**src/hw/dspf_pkg.sv**
```systemverilog
package dspf_pkg;
    localparam int SLOTS = 2;
    localparam int LIMIT_CNT_W = 16;
    // status register bit positions
    localparam int ST_MAIN_A = 0;
    localparam int ST_AUX_A = 1;
    localparam int ST_MAIN_B = 2;
    localparam int ST_AUX_B = 3;
    localparam int STATUS_W = 4;
    localparam logic [STATUS_W-1:0] STATUS_RST = 4'h0;
    // common status bit positions
    localparam int CS_GEN_A = 0;
    localparam int CS_GEN_B = 1;
    localparam logic [1:0] COMMON_RST = 2'h0;
    // address select reads all-ones when every pin is left open
    localparam logic [2:0] ADDR_RST = 3'h7;
    typedef enum logic [1:0] {
        DSPF_OFF,
        DSPF_ON,
        DSPF_TRIPPED
    } dspf_state_t;
endpackage

```
**src/hw/dspf_lim_if.sv**
```systemverilog
`timescale 1ns/1ps
interface dspf_lim_if #(parameter int CNT_W = 16);
    logic in_limit;
    logic [CNT_W-1:0] limit_cycles;
    logic trip;
    modport timer (input in_limit, input limit_cycles, output trip);
    modport user (output in_limit, output limit_cycles, input trip);
endinterface

```
**src/hw/dspf_power_fault.sv**
```systemverilog
`timescale 1ns/1ps
module dspf_power_fault
    import dspf_pkg::*;
#(
    parameter int CNT_W = LIMIT_CNT_W
) (
    // clock and reset
    input wire logic clk,
    input wire logic rst,
    // supply lockout status, high when above threshold
    input wire logic supply_ok_5v,
    input wire logic supply_ok_3v3,
    input wire logic supply_ok_12v,
    input wire logic supply_ok_m12v,
    input wire logic standby_supply_ok,
    // slot a enables and fault sensing
    input wire logic main_enable_slot_a,
    input wire logic aux_enable_slot_a,
    input wire logic overcurrent_slot_a,
    input wire logic thermal_slot_a,
    input wire logic current_limit_slot_a,
    input wire logic aux_fault_slot_a,
    input wire logic [CNT_W-1:0] limit_timer_cap_slot_a,
    // slot b enables and fault sensing
    input wire logic main_enable_slot_b,
    input wire logic aux_enable_slot_b,
    input wire logic overcurrent_slot_b,
    input wire logic thermal_slot_b,
    input wire logic current_limit_slot_b,
    input wire logic aux_fault_slot_b,
    input wire logic [CNT_W-1:0] limit_timer_cap_slot_b,
    // status write-one-to-clear port
    input wire logic status_wr,
    input wire logic [STATUS_W-1:0] status_wdata,
    // address select and general inputs
    input wire logic addr_sel_2,
    input wire logic addr_sel_1,
    input wire logic addr_sel_0,
    input wire logic gen_input_a,
    input wire logic gen_input_b,
    // slot a outputs
    output logic gate_drive_5v_slot_a,
    output logic gate_drive_3v3_slot_a,
    output logic main_12v_on_slot_a,
    output logic aux_output_slot_a,
    output logic fault_n_slot_a_o,
    output logic fault_n_slot_a_oe,
    // slot b outputs
    output logic gate_drive_5v_slot_b,
    output logic gate_drive_3v3_slot_b,
    output logic main_12v_on_slot_b,
    output logic aux_output_slot_b,
    output logic fault_n_slot_b_o,
    output logic fault_n_slot_b_oe,
    // shared status
    output logic int_n_o,
    output logic int_n_oe,
    output logic [STATUS_W-1:0] status,
    output logic [1:0] common_status,
    output logic [2:0] smbus_base_addr
);
    logic supplies_ok;
    logic [SLOTS-1:0] men, aen, oc, th, lim, axf;
    logic [CNT_W-1:0] cap [SLOTS];
    logic [SLOTS-1:0] men_prev_r, aen_prev_r;
    logic [SLOTS-1:0] main_flt_r, aux_flt_r, aux_on_r;
    logic [SLOTS-1:0] main_trip, aux_trip, lim_trip;
    logic [SLOTS-1:0] gate_r, fault_oe_r;
    logic [STATUS_W-1:0] status_r, status_set;
    logic [1:0] common_r;
    logic [2:0] addr_r;
    logic int_oe_r;
    logic standby_off;

    // the limit timer needs at least two counter bits
    if (CNT_W < 2) begin : g_bad_cnt_w
        $error("dspf_power_fault: CNT_W must be at least 2");
    end

    // gather per-slot pins into vectors so both slots share one code path
    assign men = {main_enable_slot_b, main_enable_slot_a};
    assign aen = {aux_enable_slot_b, aux_enable_slot_a};
    assign oc = {overcurrent_slot_b, overcurrent_slot_a};
    assign th = {thermal_slot_b, thermal_slot_a};
    assign lim = {current_limit_slot_b, current_limit_slot_a};
    assign axf = {aux_fault_slot_b, aux_fault_slot_a};
    assign cap[0] = limit_timer_cap_slot_a;
    assign cap[1] = limit_timer_cap_slot_b;
    assign supplies_ok = supply_ok_5v && supply_ok_3v3 && supply_ok_12v &&
                         supply_ok_m12v;
    // standby-powered logic stays in reset until standby clears lockout
    assign standby_off = rst || !standby_supply_ok;

    // edge detectors follow the pins even in reset, so an enable that is
    // already high at release counts as a level, never as a turn-on edge
    always_ff @(posedge clk) begin
        men_prev_r <= men;
        aen_prev_r <= aen;
    end

    genvar s;
    generate
        for (s = 0; s < SLOTS; s++) begin : g_slot
            dspf_state_t state_r;
            dspf_lim_if #(.CNT_W(CNT_W)) lim_bus ();

            assign lim_bus.in_limit = lim[s] && (state_r == DSPF_ON);
            assign lim_bus.limit_cycles = cap[s];
            assign lim_trip[s] = lim_bus.trip;

            dspf_limit_timer #(.CNT_W(CNT_W)) u_timer (
                .clk(clk),
                .rst(rst),
                .lim(lim_bus.timer)
            );

            // undervoltage while on counts as a fault, like overcurrent
            assign main_trip[s] = (state_r == DSPF_ON) &&
                (oc[s] || th[s] || !supplies_ok || lim_trip[s]);
            assign aux_trip[s] = aux_on_r[s] && axf[s];

            // main output state, each slot on its own copy
            always_ff @(posedge clk) begin
                if (rst) begin
                    state_r <= DSPF_OFF;
                end else begin
                    unique case (state_r)
                        DSPF_OFF: begin
                            // level high alone never turns on
                            if (men[s] && !men_prev_r[s] && supplies_ok &&
                                !main_flt_r[s]) begin
                                state_r <= DSPF_ON;
                            end
                        end
                        DSPF_ON: begin
                            if (main_trip[s]) begin
                                state_r <= DSPF_TRIPPED;
                            end else if (!men[s]) begin
                                state_r <= DSPF_OFF;
                            end
                        end
                        DSPF_TRIPPED: begin
                            if (!men[s]) begin
                                state_r <= DSPF_OFF;
                            end
                        end
                    endcase
                end
            end

            // main fault latch; a new trip wins over a clear
            always_ff @(posedge clk) begin
                if (rst) begin
                    main_flt_r[s] <= 1'b0;
                end else if (main_trip[s]) begin
                    main_flt_r[s] <= 1'b1;
                end else if (!men[s]) begin
                    main_flt_r[s] <= 1'b0;
                end
            end

            // aux output and its fault latch
            always_ff @(posedge clk) begin
                if (rst) begin
                    aux_on_r[s] <= 1'b0;
                    aux_flt_r[s] <= 1'b0;
                end else begin
                    if (aux_trip[s]) begin
                        aux_flt_r[s] <= 1'b1;
                    end else if (!aen[s]) begin
                        aux_flt_r[s] <= 1'b0;
                    end
                    if (aux_trip[s] || !aen[s] || !standby_supply_ok) begin
                        aux_on_r[s] <= 1'b0;
                    end else if (aen[s] && !aen_prev_r[s] &&
                                 !aux_flt_r[s]) begin
                        aux_on_r[s] <= 1'b1;
                    end
                end
            end

            // gate drive and fault line; gates drop one cycle after a trip
            always_ff @(posedge clk) begin
                if (rst) begin
                    gate_r[s] <= 1'b0;
                    fault_oe_r[s] <= 1'b0;
                end else begin
                    gate_r[s] <= (state_r == DSPF_ON) && !main_trip[s] &&
                                 men[s];
                    fault_oe_r[s] <= main_flt_r[s] || aux_flt_r[s] ||
                                     main_trip[s] || aux_trip[s];
                end
            end
        end
    endgenerate

    // events that set status bits
    assign status_set = {aux_trip[1], main_trip[1], aux_trip[0], main_trip[0]};

    // sticky status, write one clears, set wins over clear
    always_ff @(posedge clk) begin
        if (standby_off) begin
            status_r <= STATUS_RST;
        end else begin
            status_r <= (status_r & ~(status_wr ? status_wdata : STATUS_RST))
                        | status_set;
        end
    end

    // interrupt follows any set status bit, pulled low while pending
    always_ff @(posedge clk) begin
        if (standby_off) begin
            int_oe_r <= 1'b0;
        end else begin
            int_oe_r <= (|status_set) ||
                (|(status_r & ~(status_wr ? status_wdata : STATUS_RST)));
        end
    end

    // pins are sampled every cycle; pull-ups are outside, open reads high
    always_ff @(posedge clk) begin
        if (standby_off) begin
            addr_r <= ADDR_RST;
            common_r <= COMMON_RST;
        end else begin
            addr_r <= {addr_sel_2, addr_sel_1, addr_sel_0};
            common_r[CS_GEN_A] <= gen_input_a;
            common_r[CS_GEN_B] <= gen_input_b;
        end
    end

    // open-drain data lines only ever drive low
    always_ff @(posedge clk) begin
        fault_n_slot_a_o <= 1'b0;
        fault_n_slot_b_o <= 1'b0;
        int_n_o <= 1'b0;
    end

    // outputs straight from flip-flops
    assign gate_drive_5v_slot_a = gate_r[0];
    assign gate_drive_3v3_slot_a = gate_r[0];
    assign main_12v_on_slot_a = gate_r[0];
    assign aux_output_slot_a = aux_on_r[0];
    assign fault_n_slot_a_oe = fault_oe_r[0];
    assign gate_drive_5v_slot_b = gate_r[1];
    assign gate_drive_3v3_slot_b = gate_r[1];
    assign main_12v_on_slot_b = gate_r[1];
    assign aux_output_slot_b = aux_on_r[1];
    assign fault_n_slot_b_oe = fault_oe_r[1];
    assign int_n_oe = int_oe_r;
    assign status = status_r;
    assign common_status = common_r;
    assign smbus_base_addr = addr_r;
endmodule // dspf_power_fault

```
**src/hw/dspf_limit_timer.sv**
```systemverilog
`timescale 1ns/1ps
module dspf_limit_timer
    import dspf_pkg::*;
#(
    parameter int CNT_W = LIMIT_CNT_W
) (
    // clock and reset
    input wire logic clk,
    input wire logic rst,
    // limit request and trip
    dspf_lim_if.timer lim
);
    logic [CNT_W-1:0] cnt_r;
    logic trip_r;

    // a one-bit counter cannot tell an idle count from a programmed time
    if (CNT_W < 2) begin : g_bad_cnt_w
        $error("dspf_limit_timer: CNT_W must be at least 2");
    end

    // counts regulation time; leaving limit restarts the filter, so brief
    // inrush pulses never accumulate into a nuisance trip
    always_ff @(posedge clk) begin
        if (rst || !lim.in_limit) begin
            cnt_r <= '0;
        end else if (cnt_r != lim.limit_cycles) begin
            cnt_r <= cnt_r + CNT_W'(1);
        end
    end

    // trip held high once the programmed time is used up, for as long as limiting continues
    always_ff @(posedge clk) begin
        if (rst) begin
            trip_r <= 1'b0;
        end else begin
            trip_r <= lim.in_limit && (cnt_r == lim.limit_cycles);
        end
    end

    assign lim.trip = trip_r;
endmodule // dspf_limit_timer

```
**config.mk**
```make
export PLATFORM = sky130hd
export DESIGN_NAME = dspf_power_fault
export DESIGN_NICKNAME = d
export VERILOG_FILES = /design/src/hw/dspf_pkg.sv /design/src/hw/dspf_lim_if.sv /design/src/hw/dspf_power_fault.sv /design/src/hw/dspf_limit_timer.sv
export SDC_FILE = /design/constraint.sdc
export NUM_CORES = 1
export LEC_CHECK = 0
export BUFFER_PORTS_ARGS = -buffer_cell sky130_fd_sc_hd__buf_4
export CORE_UTILIZATION = 57
export CTS_CLUSTER_DIAMETER = 50
export DETAILED_ROUTE_END_ITERATION = 16
export PLACE_DENSITY = 0.85
export SKIP_LAST_GASP = 1
export SYNTH_ARGS = -nofsm -noshare
export SYNTH_HDL_FRONTEND = slang
export SYNTH_HIERARCHICAL = 1
export SYNTH_SLANG_ARGS = --single-unit
```
**constraint.sdc**
```tcl
create_clock -name clk -period 2.74 [get_ports clk]
set_input_delay 0.274 -clock clk [delete_from_list [all_inputs] [get_ports clk]]
set_output_delay 0.274 -clock clk [all_outputs]
set_load 0.03 [all_outputs]
```
==> impl_results.md, run 1 <==
* Outcome: complete, no violations
* Gate power share at between 10% and 20%
* RSZ-0062 raised after global routing: no
* Critical Path AT at around 2.2 ns
* Crit-path cells: inv_1 -> ha_1 -> and2_1 -> nand2b_1 -> or4_1 -> nand2_1
* Dpl cell area at ~0.0038 mm²
* Post-synthesis sequential element count at 62
* Post-Route Setup TNS at 0 ns
* Main synth FF type: dfxtp_1
* CTS Root Cell: clkbuf_8
* Worst-margin pin slew at between 0.6 and 0.7 ns
* Yosys warns at 6
* Top cell type's share of synthesized area at ~39%
* Seq/Total Area, Yosys at roughly two fifths
* Worst vdd ir at 0.0002934 V
* Die height at about 77 µm
* DR vias/cell at roughly 5.7
* Remaining Overflow, GRT at 0
* Final setup fails at 0
* Min-delay src: aux_enable_slot_b
* Clock transition at path regs at approximately 0.070 ns
* Post-synth EDFFs at 0
* Max-cap violations at 0
* CP Max Fanout at 16
* Cell count after synthesis at between 300 and 400
* Slowest cell on the critical path: or4_1
* Post-synthesis cell type count at 45
* Max_slew headroom at 59.98%
* Total number of vias at slightly below 3000
* Share of layout cells above drive strength 1 at 26.48%
* Hold-fix buffers at CTS at 0
* FFs w/ async S/R, synth at 0%
* Die area at 0.005885 mm²
* Die span in x at between 70 and 80 µm
* Final-report max-slew violation count at 0
* Internal Power at around 1600 µW
* Leak at ~0.0015 µW
* CP top delay family: simple AND/OR/NAND/NOR gates
* Crit Path Class: reg2reg
* Fin crit share at 69.29%
* PD cells at 513.9 mW/mm²
* First-pass GRT wire length at 11.76 mm
* Largest area contributor in the netlist: dfxtp_1
* Antenna violations before repair at 0
* CP Capture Type: flip-flop
* Worst stage delay on the critical path at 0.62 ns
* Drt pass-1 iters at 4
* Antenna-violating nets left at 0
* Clock Skew at 0.006474 ns
* CTS H-Tree Depth at 3
* Gr usage total at 24.87%
* # nets final at ~500
* Final hold vios at 0
* Minimum clock period at 1.898 ns
* WP buf/inv at 1
* Sw Ratio at 23.03%
* Starting Density at 60.75%
* Site row count at 26
* CP required at approximately 3 ns
* Area contributors post-synth: dfxtp_1 39%, xnor2_1 8.8%, or4_1 5.7%
* Clk buf depth at 2
* Final GP Congestion at 0.8019
* Num CTS Buffers at 9
* NetSw at 475.0 µW
* CTS tree: yes
* I/O pins at 84
* CTS sink cnt at 62
* CTS resizes at 0
* DR iter-0 viols at 133
* Largest net degree at the start of global routing at 32
* Drt wl/cell at 14.02 µm
* # fillers at 394
* DRC at 0
* Antenna fix cells at 0
* FF-to-FF Start: g_slot[0].state_r[1]
* CP startpoint kind: flip-flop
* Vias in the first global route at about 2700
* Area grow syn2layout at 26.15%
* Worst skew pair latency at 0.32 ns
* Setup bufs post-CTS at 0
* HP Class: in2reg
* Core footprint at 0.005238 mm²
* I/O Buffers at 80
* Post-DP HPWL at approximately 5.3 mm
* CP Launch Point: g_slot[0].state_r[1]
* Post-Route WL at approximately 7.1 mm
* Fin area at 0.004014 mm²
* Clk network pwr share at 42.4%
* Fmax at 0.5268 GHz
* Mapped Area at 0.003182 mm²
* Synth Area per Inst at 8.963 µm²
* Sequential Power Share at 45.5%
[worst register-to-register path: stages, from the launching register on]
cell and delay, ns:
dfxtp_1 0.31, inv_1 0.11, ha_1 0.24, and2_1 0.16
nand2b_1 0.31, or4_1 0.62, nand2_1 0.09
[area by class of cell]
| cell class | count | area (µm²) | area share [%] |
|---|---|---|---|
| Clock buffer | 12 | 145.1 | 3.616 |
| Multi-Input combinational cell | 266 | 1805 | 44.98 |
| Tap cell | 70 | 87.58 | 2.182 |
| Inverter | 11 | 41.29 | 1.029 |
| Sequential cell | 62 | 1241 | 30.92 |
| Timing Repair Buffer | 83 | 623.1 | 15.52 |
| Clock inverter | 4 | 70.07 | 1.746 |
[registers in the layout (all words and copies together), names as in the netlist, 2 cells and up]
| name | flops |
|---|---|
| g_slot.u_timer/cnt_r | 32 |
| aen_prev_r | 2 |
| g_slot.state_r | 4 |
| main_flt_r | 2 |
| aux_flt_r | 2 |
| status | 4 |
| g_slot.u_timer/lim.trip | 2 |
| men_prev_r | 2 |
| common_status | 2 |
| smbus_base_addr | 3 |
[worst paths after layout]
check,endpoint,slack (ns),cells after the start
max,g_slot[0].u_timer/cnt_r[5],0.84,6
min,aen_prev_r[1],0.08,1
max reg2reg,g_slot[0].u_timer/cnt_r[5],0.84,6
min reg2reg,aux_flt_r[1],0.48,2
[logic make-up after synthesis]
| kind of cell | Yosys count | synth area share [%] |
|---|---|---|
| AND/OR/NAND/NOR | 147 | 26.70 |
| XOR/XNOR | 34 | 9.359 |
| AO/OA/AOI/OAI | 70 | 15.22 |
| multiplexers | 4 | 1.416 |
| flip-flops | 62 | 39.01 |
| other | 1 | 0.1179 |
| adder cells (fa/ha/maj) | 8 | 3.146 |
| buffers and inverters | 29 | 5.033 |
[cell usage in the layout, fill, tap and decap left out, drive strengths merged, types with 6 or more instances in the layout]
master,instances
dfxtp,62
and4,6
nor2,15
clkbuf,12
buf,83
ha,8
o31ai,15
a21oi,26
o21ai,8
xnor2,32
nand2,40
nand4,13
or4,24
nand2b,8
and2,8
o211ai,11
and3,7
inv,11
nand3,13
[metrics by stage]
| step | total power, µW | hold WS, ns | setup slack, ns | utilization (%) | instances |
|---|---|---|---|---|---|
| 6_report | 2063 | 0.07549 | 0.8416 | 76.64 | 508 |
| 5_1_grt | 2154 | 0.05494 | 0.6442 | 76.64 | 508 |
| 4_1_cts | 2075 | 0.06144 | 0.8635 | 76.64 | 508 |
| 3_5_place_dp | 1209 | 0.3979 | 0.8728 | 72.53 | 492 |
| 3_3_place_gp | 1202 | 0.3995 | 0.9387 | 72.53 | 492 |
| 2_1_floorplan | 1096 | 0.3017 | 1.041 | - | 357 |
[power by group through the flow]
| stage | Combinational (µW) | Sequential (µW) | Clock (µW) |
|---|---|---|---|
| 2_1_floorplan | 119 | 977 | 0 |
| 3_3_place_gp | 244 | 957 | 0 |
| 3_5_place_dp | 250 | 959 | 0 |
| 4_1_cts | 251 | 938 | 886 |
| 5_1_grt | 273 | 940 | 941 |
| 6_report | 251 | 938 | 874 |
[cell usage after synthesis (2+ instances only)]
library cell	n
a21oi_1	24
a21oi_2	2
a31oi_1	3
and2_1	8
and3_1	7
and4_4	5
buf_2	2
buf_4	9
buf_6	2
clkbuf_1	4
dfxtp_1	62
ha_1	8
inv_1	10
mux2i_1	3
nand2_1	40
nand2b_1	8
nand3_1	11
nand3_2	2
nand4_1	12
nor2_1	15
nor2b_1	3
nor3_1	2
nor4_1	2
nor4_2	2
o211ai_1	11
o21ai_0	2
o21ai_1	6
o31ai_1	15
or3_1	4
or4_1	24
xnor2_1	32
xor2_1	2
[per-layer routing]
layer / vias up / wire length [µm] / global-route usage, %
met2: 102 / 3528 / 43.75
li1: 1444 / - / -
met5: - / 0 / 0
met3: 11 / 464 / 4.524
met4: 0 / 105 / 9.423
met1: 1337 / 3022 / 29.88
(Power assumes the default switching activity.)
==> run 2: changes to the inputs <==
--- a/config.mk
+++ b/config.mk
@@ -5,11 +5,12 @@
 export SDC_FILE = /design/constraint.sdc
 export NUM_CORES = 1
 export LEC_CHECK = 0
+export ABC_AREA = 1
 export BUFFER_PORTS_ARGS = -buffer_cell sky130_fd_sc_hd__buf_4
-export CORE_UTILIZATION = 57
+export CORE_UTILIZATION = 50
 export CTS_CLUSTER_DIAMETER = 50
 export DETAILED_ROUTE_END_ITERATION = 16
-export PLACE_DENSITY = 0.85
+export PLACE_DENSITY = 0.77
 export SKIP_LAST_GASP = 1
 export SYNTH_ARGS = -nofsm -noshare
 export SYNTH_HDL_FRONTEND = slang
==> constraint.sdc (replaced) <==
create_clock -name clk -period 1.7 [get_ports clk]
set_input_delay 0.17 -clock clk [delete_from_list [all_inputs] [get_ports clk]]
set_output_delay 0.17 -clock clk [all_outputs]
set_load 0.03 [all_outputs]
==> impl_results.md, run 2 <==
* WHS Endpoint: common_status[1]
* Main synth FF type: dfxtp_1
* Core footprint at 0.007687 mm² (+47%)
* Gr usage total at 21.91% (-3.0 points)
* Mapped Area at 0.003958 mm² (+24%)
* R2R depth at 10 (+4)
* CP required at 1.93 ns (-1.08 ns)
* Antenna fix cells at 0 (unchanged)
* Most frequent cells in the layout: 223 x nand2_1, 96 x buf_4, 78 x inv_1, 78 x nor2_1, 61 x dfxtp_1
* DRC at 0 (unchanged)
* Worst vdd ir at 0.0003871 V (+32%)
* Most numerous cell in the Yosys netlist: nand2_1
* Final hold vios at 0 (unchanged)
* FF-to-FF Start: g_slot[0].u_timer/cnt_r[10]
* Post-synth EDFFs at 0 (unchanged)
* Clk buf depth at 2 (unchanged)
* I/O Buffers at 80 (unchanged)
* Largest net degree at the start of global routing at 19 (-41%)
* Post-DP HPWL at 6.632 mm (+26%)
* # nets final at 805 (+60%)
* Drt pass-1 iters at 6 (+2)
* Total number of vias at 4025 (+39%)
* Antenna violations before repair at 0 (unchanged)
* Fin area at 0.004967 mm² (+24%)
* Die span in x at 90.97 µm (+19%)
* CP Capture Type: flip-flop
* Starting Density at 51.48% (-9.3 points)
* Outcome: complete, no violations
* Fin crit share at 93.49% (+24 points)
* Final core utilization at 64.62% (-12 points)
* Reg-to-Reg End: g_slot[0].u_timer/cnt_r[1]
* Crit Path Class: reg2reg
* PD cells at 697.4 mW/mm² (+36%)
* Worst skew pair latency at 0.34 ns (+0.02 ns)
* Vias in the first global route at 3649 (+34%)
* Hold depth at 3 (+2)
* Fmax at 0.6292 GHz (+19%)
* Post-synthesis cell type count at 28 (-38%)
* Area grow syn2layout at 25.51%
* Synth Area per Inst at 6.174 µm² (-31%)
* FFs w/ async S/R, synth at 0% (unchanged)
* Die height at 90.97 µm (+19%)
* CP Max Fanout at 8 (-8)
* CTS tree: yes
* Clock Skew at 0.008199 ns (+0.001725 ns)
* Share of layout cells above drive strength 1 at 20.24% (-6.2 points)
* Final-report max-slew violation count at 0 (unchanged)
* Largest area contributor in the netlist: dfxtp_1
* Remaining Overflow, GRT at 0 (unchanged)
* Top cell type's share of synthesized area at 31.36% (-7.6 points)
* CTS Root Cell: clkbuf_8
* Die area at 0.008275 mm² (+41%)
* Critical Path AT at 1.82 ns (-0.34 ns)
* Leak at 0.002262 µW (+47%)
* Sequential Area at 0.001242 mm² (+0.10%)
* Total power at 3464 µW (+68%)
* Max reg flops at 32 (unchanged)
* Yosys warns at 6 (unchanged)
* Footprint of the multi-input gates at 0.002223 mm² (+23%)
* HP Class: in2reg
* CTS sink cnt at 62 (unchanged)
* Final GP Congestion at 0.8757 (+9.2%)
* Min-delay src: gen_input_b
* Antenna-violating nets left at 0 (unchanged)
* RSZ-0062 raised after global routing: yes
* DR iter-0 viols at 116 (-13%)
* Most flop-heavy register: g_slot.u_timer/cnt_r
* Clock transition at path regs at 0.08 ns (about the same)
* Minimum clock period at 1.589 ns (-0.3091 ns)
* Seq/Total Area, Yosys at 31.36% (-7.6 points)
* Max-cap violations at 0 (unchanged)
* Final setup fails at 0 (unchanged)
* CTS H-Tree Depth at 3 (unchanged)
* # fillers at 701 (+78%)
* Dpl cell area at 0.004649 mm² (+22%)
* Min Hold Slack at 0.05545 ns (-0.02003 ns)
* Post-Route WL at 8.763 mm (+23%)
* First-pass GRT wire length at 14.99 mm (+27%)
* CP startpoint kind: flip-flop
* Num CTS Buffers at 9 (unchanged)
* Site row count at 32 (+23%)
* Area contributors post-synth: dfxtp_1 31%, nand2_1 21%, nor2_1 7.5%
* Drt wl/cell at 10.40 µm (-26%)
* Cell count after synthesis at 641 (+81%)
* Commonest cells in the netlist: 223 x nand2_1, 79 x nor2_1, 78 x inv_1, 62 x dfxtp_1, 51 x nand3_1
* Reg-to-reg slack, setup at 0.11 ns (-0.73 ns)
* Commonest non-fill, non-tap cell in the layout: nand2_1
* DR vias/cell at 4.775 (-16%)
* Post-synthesis sequential element count at 62 (unchanged)
* I/O pins at 84 (unchanged)
-- run 2: metal layers --
layer | GRT usage (%) | vias up | routed length, µm
met5 | 0 | - | 0
met4 | 8.201 | 0 | 58
li1 | - | 2172 | -
met1 | 25.25 | 1779 | 4062
met2 | 39.71 | 70 | 4370
met3 | 4.439 | 4 | 272
-- run 2: kinds of logic after synthesis --
logic type      synth area share [%]
compound gates                 7.650
xor+xnor                       3.541
fa+ha+maj                      2.529
buf+inv                        13.09
flops                          31.36
other cells                  0.09476
simple gates                   41.73
-- run 2: final cells by class --
class                      instances  area share [%]
clock buffer                       9           2.494
inverter                          89           6.725
timing repair buffer             104           16.32
multi-input combinational        470           44.76
sequential                        62           25.01
tap                              102           2.569
clock inverter                     7           2.116
-- run 2: where the power goes --
| part | total (µW) | internal, µW | switching (µW) |
|---|---|---|---|
| sequential | 1510 | 1490 | 17.6 |
| clock | 1490 | 848 | 643 |
| combinational | 466 | 220 | 246 |
| total | 3460 | 2560 | 906 |
-- run 2: worst max-delay path by stage --
stage	slack, ns	start	end	depth (start not counted)
2_1_floorplan	0.17	g_slot[0].state_r[1]	g_slot[0].u_timer/cnt_r[0]	9
3_3_place_gp	-0.12	g_slot[1].state_r[1]	g_slot[1].u_timer/cnt_r[13]	8
3_5_place_dp	-0.18	g_slot[1].state_r[1]	g_slot[1].u_timer/cnt_r[13]	8
4_1_cts	0.08	g_slot[1].u_timer/cnt_r[1]	g_slot[1].u_timer/cnt_r[8]	7
5_1_grt	-0.001	g_slot[0].u_timer/cnt_r[10]	g_slot[0].u_timer/cnt_r[13]	10
6_report	0.11	g_slot[0].u_timer/cnt_r[10]	g_slot[0].u_timer/cnt_r[1]	10
-- run 2: per-stage QoR --
step,setup TNS (ns),worst slack (ns),cells
CTS,0,0.08269,843
detailed placement,-2.463,-0.1838,820
floorplan,0,0.1680,643
global route,-0.001251,-0.001251,843
finish,0,0.1106,843
global placement,-1.325,-0.1211,820
-- run 2: worst max-delay path, stage by stage (launching register included) --
cell and delay [ns]:
dfxtp_1 0.46, inv_2 0.08, nand2_1 0.06, nand2_1 0.05
nor2_1 0.09, nand2_1 0.11, nor2_4 0.24, buf_4 0.21
nand3_1 0.09, nand2_1 0.07, nor2_1 0.04
-- run 2: repair_timing --
action | CTS | global route
pin swaps | 0 | 1
endpoints found under the setup margin | 16 | 20
setup buffers | 0 | 0
hold endpoints to repair | 7 | 0
hold buffers | 7 | 0
resized for setup | 1 | 4
==> run 3: changes to the inputs <==
--- a/config.mk
+++ b/config.mk
@@ -5,9 +5,8 @@
 export SDC_FILE = /design/constraint.sdc
 export NUM_CORES = 1
 export LEC_CHECK = 0
-export ABC_AREA = 1
 export BUFFER_PORTS_ARGS = -buffer_cell sky130_fd_sc_hd__buf_4
-export CORE_UTILIZATION = 50
+export CORE_UTILIZATION = 48
 export CTS_CLUSTER_DIAMETER = 50
 export DETAILED_ROUTE_END_ITERATION = 16
 export PLACE_DENSITY = 0.77
==> impl_results.md, run 3 (synthesized netlist as in run 1, its figures left out) <==
* R2R depth at 7 (-3)
* CTS Root Cell: clkbuf_8
* Most flop-heavy register: g_slot.u_timer/cnt_r
* Crit path to: g_slot[1].u_timer/cnt_r[9]
* Sw Ratio at 24.49% (-1.7 points)
* Max reg flops at 32 (unchanged)
* Internal Power at 2416 µW (-5.5%)
* Slowest cell on the critical path: or4_4
* Gate power share at 13.4% (about the same)
* Worst skew pair latency at 0.34 ns (about the same)
* CTS tree: yes
* Total number of vias at 3029 (-25%)
* Fmax at 0.5789 GHz (-8.0%)
* Sequential Power Share at 47.1% (+3.6 points)
* Site row count at 29 (-9.4%)
* CTS H-Tree Depth at 3 (unchanged)
* CP top delay family: simple AND/OR/NAND/NOR gates
* Worst vdd ir at 0.0006050 V (+56%)
* Num CTS Buffers at 9 (unchanged)
* Clock transition at path regs at 0.07 ns (about the same)
* Final setup fails at 4 (+4)
* Failing checks: setup timing
* Die span in x at 83.42 µm (-8.3%)
* Final-report max-slew violation count at 0 (unchanged)
* Crit Path Class: reg2reg
* Commonest non-fill, non-tap cell in the layout: buf_4
* Antenna fix cells at 0 (unchanged)
* Drt wl/cell at 14.54 µm (+40%)
* Core footprint at 0.006386 mm² (-17%)
* Clk buf depth at 2 (unchanged)
* Final core utilization at 68.10% (+3.5 points)
* Starting Density at 49.82% (-1.7 points)
* Remaining Overflow, GRT at 0 (unchanged)
* Post-Route Setup TNS at -0.06551 ns (-0.06551 ns)
* Gr usage total at 22.49% (+0.58 points)
* CP Max Fanout at 14 (+6)
* Reg-to-Reg End: g_slot[1].u_timer/cnt_r[9]
* Dpl cell area at 0.003975 mm² (-15%)
* # nets final at 530 (-34%)
* DR vias/cell at 5.589 (+17%)
* HP Class: in2reg
* First-pass GRT wire length at 12.76 mm (-15%)
* Clk network pwr share at 39.4% (-3.7 points)
* Antenna violations before repair at 0 (unchanged)
* Critical Path AT at 1.99 ns (+0.17 ns)
* Post-Route WL at 7.881 mm (-10%)
* Crit path depth at 7 (-3)
* Vias in the first global route at 2858 (-22%)
* CTS sink cnt at 62 (unchanged)
* PD cells at 735.7 mW/mm² (+5.5%)
* DRC at 0 (unchanged)
* I/O Buffers at 80 (unchanged)
* Largest net degree at the start of global routing at 32 (+13)
* Antenna-violating nets left at 0 (unchanged)
* Most frequent cells in the layout: 104 x buf_4, 42 x dfxtp_1, 39 x nand2_1
* DR iter-0 viols at 137 (+18%)
* NetSw at 783.6 µW (-14%)
* Reg-to-reg slack, setup at -0.03 ns (-0.14 ns)
* WP buf/inv at 2 (unchanged)
* I/O pins at 84 (unchanged)
* Max-cap violations at 0 (unchanged)
* Post-DP HPWL at 5.758 mm (-13%)
* Outcome: complete, but fails checks
* Minimum clock period at 1.728 ns (+0.1382 ns)
* CP startpoint kind: flip-flop
* Final hold vios at 0 (unchanged)
* Fin area at 0.004349 mm² (-12%)
* Fin crit share at 101.6% (+8.1 points)
* Non-filler cells, final at 542 (-36%)
* Dpl cells at 518 (-37%)
* CP Capture Type: flip-flop
* RSZ-0062 raised after global routing: yes
* Die height at 83.42 µm (-8.3%)
* Die area at 0.006958 mm² (-16%)
* Worst stage delay on the critical path at 0.52 ns (+0.06 ns)
* # fillers at 523 (-25%)
* Place WS at -0.02394 ns (+0.1599 ns)
* Area grow syn2layout at 36.69%
* Final GP Congestion at 0.8663 (-1.1%)
* Drt pass-1 iters at 4 (-2)
* Post-route setup slack at -0.02755 ns (-0.1382 ns)
* Clock Skew at 0.006860 ns (-0.001339 ns)
* FF-to-FF Start: g_slot[1].u_timer/cnt_r[4]
* Share of layout cells above drive strength 1 at 37.42% (+17 points)
* Crit-path cells: xnor2_1 -> nand4_1 -> nor4_4 -> buf_4 -> buf_12 -> or4_4 -> a21oi_2
* CP required at 1.96 ns (+0.03 ns)
* CP Launch Point: g_slot[1].u_timer/cnt_r[4]
* Leak at 0.001701 µW (-25%)
[run 3: cell types whose count changed in the layout (fill, tap and decap cells not counted), moves of 9 or more]
cell,delta
nand3_1,-40
nand2_1,-184
or4_1,+19
dfxtp_1,-19
o31ai_1,+15
xnor2_1,+32
a21oi_1,-17
nor2_1,-63
xor2_1,-14
dfxtp_2,+17
inv_2,-10
o211ai_1,+9
inv_1,-68
[run 3: power groups by stage]
| stage | registers [µW] | logic, µW | clock network (µW) |
|---|---|---|---|
| final | 1510 | 430 | 1260 |
| after global routing | 1510 | 466 | 1360 |
| after CTS | 1510 | 428 | 1280 |
| after detailed placement | 1540 | 417 | 0 |
| after global placement | 1540 | 408 | 0 |
| after floorplan | 1570 | 192 | 0 |
[run 3: final cells by class]
cell class / count / area (µm²) / area share (%)
clock buffer: 11 / 141.4 / 3.251
clock inverter: 4 / 47.55 / 1.093
inverter: 11 / 41.29 / 0.9494
multi-input combinational: 266 / 1866 / 42.89
sequential: 62 / 1271 / 29.23
tap: 77 / 96.34 / 2.215
timing repair buffer: 111 / 885.9 / 20.37
[run 3: timing repair]
action                     in CTS  in global routing
pin swaps                       0                 12
setup endpoints to repair       7                 32
hold buffers                    4                  0
hold endpoints to repair        4                  0
gates resized for setup         4                 34
cloned                          0                  1
buffers inserted                0                  6
[run 3: how the worst min path moves through the flow]
stage | cells past startpoint | startpoint | endpoint
after CTS | 2 | addr_sel_2 | smbus_base_addr[2]
final | 2 | addr_sel_2 | smbus_base_addr[2]
after global placement | 1 | aux_enable_slot_b | aen_prev_r[1]
after floorplan | 0 | aux_enable_slot_a | aen_prev_r[0]
after global routing | 2 | addr_sel_1 | smbus_base_addr[1]
after detailed placement | 1 | aux_enable_slot_b | aen_prev_r[1]
[run 3: per-stage QoR]
stage | hold slack (ns) | power [µW]
finish | 0.01735 | 3200
global route | 0.01259 | 3338
CTS | 0.008273 | 3219
detailed placement | 0.2966 | 1961
global placement | 0.2934 | 1951
floorplan | 0.1977 | 1766
[run 3: routing by layer]
layer	vias up	track usage, %	share of wire [%]
li1	1502	-	-
met1	1406	26.26	41
met2	103	39.72	52
met3	18	4.771	5.5
met4	0	9.553	1.6
met5	-	0	0
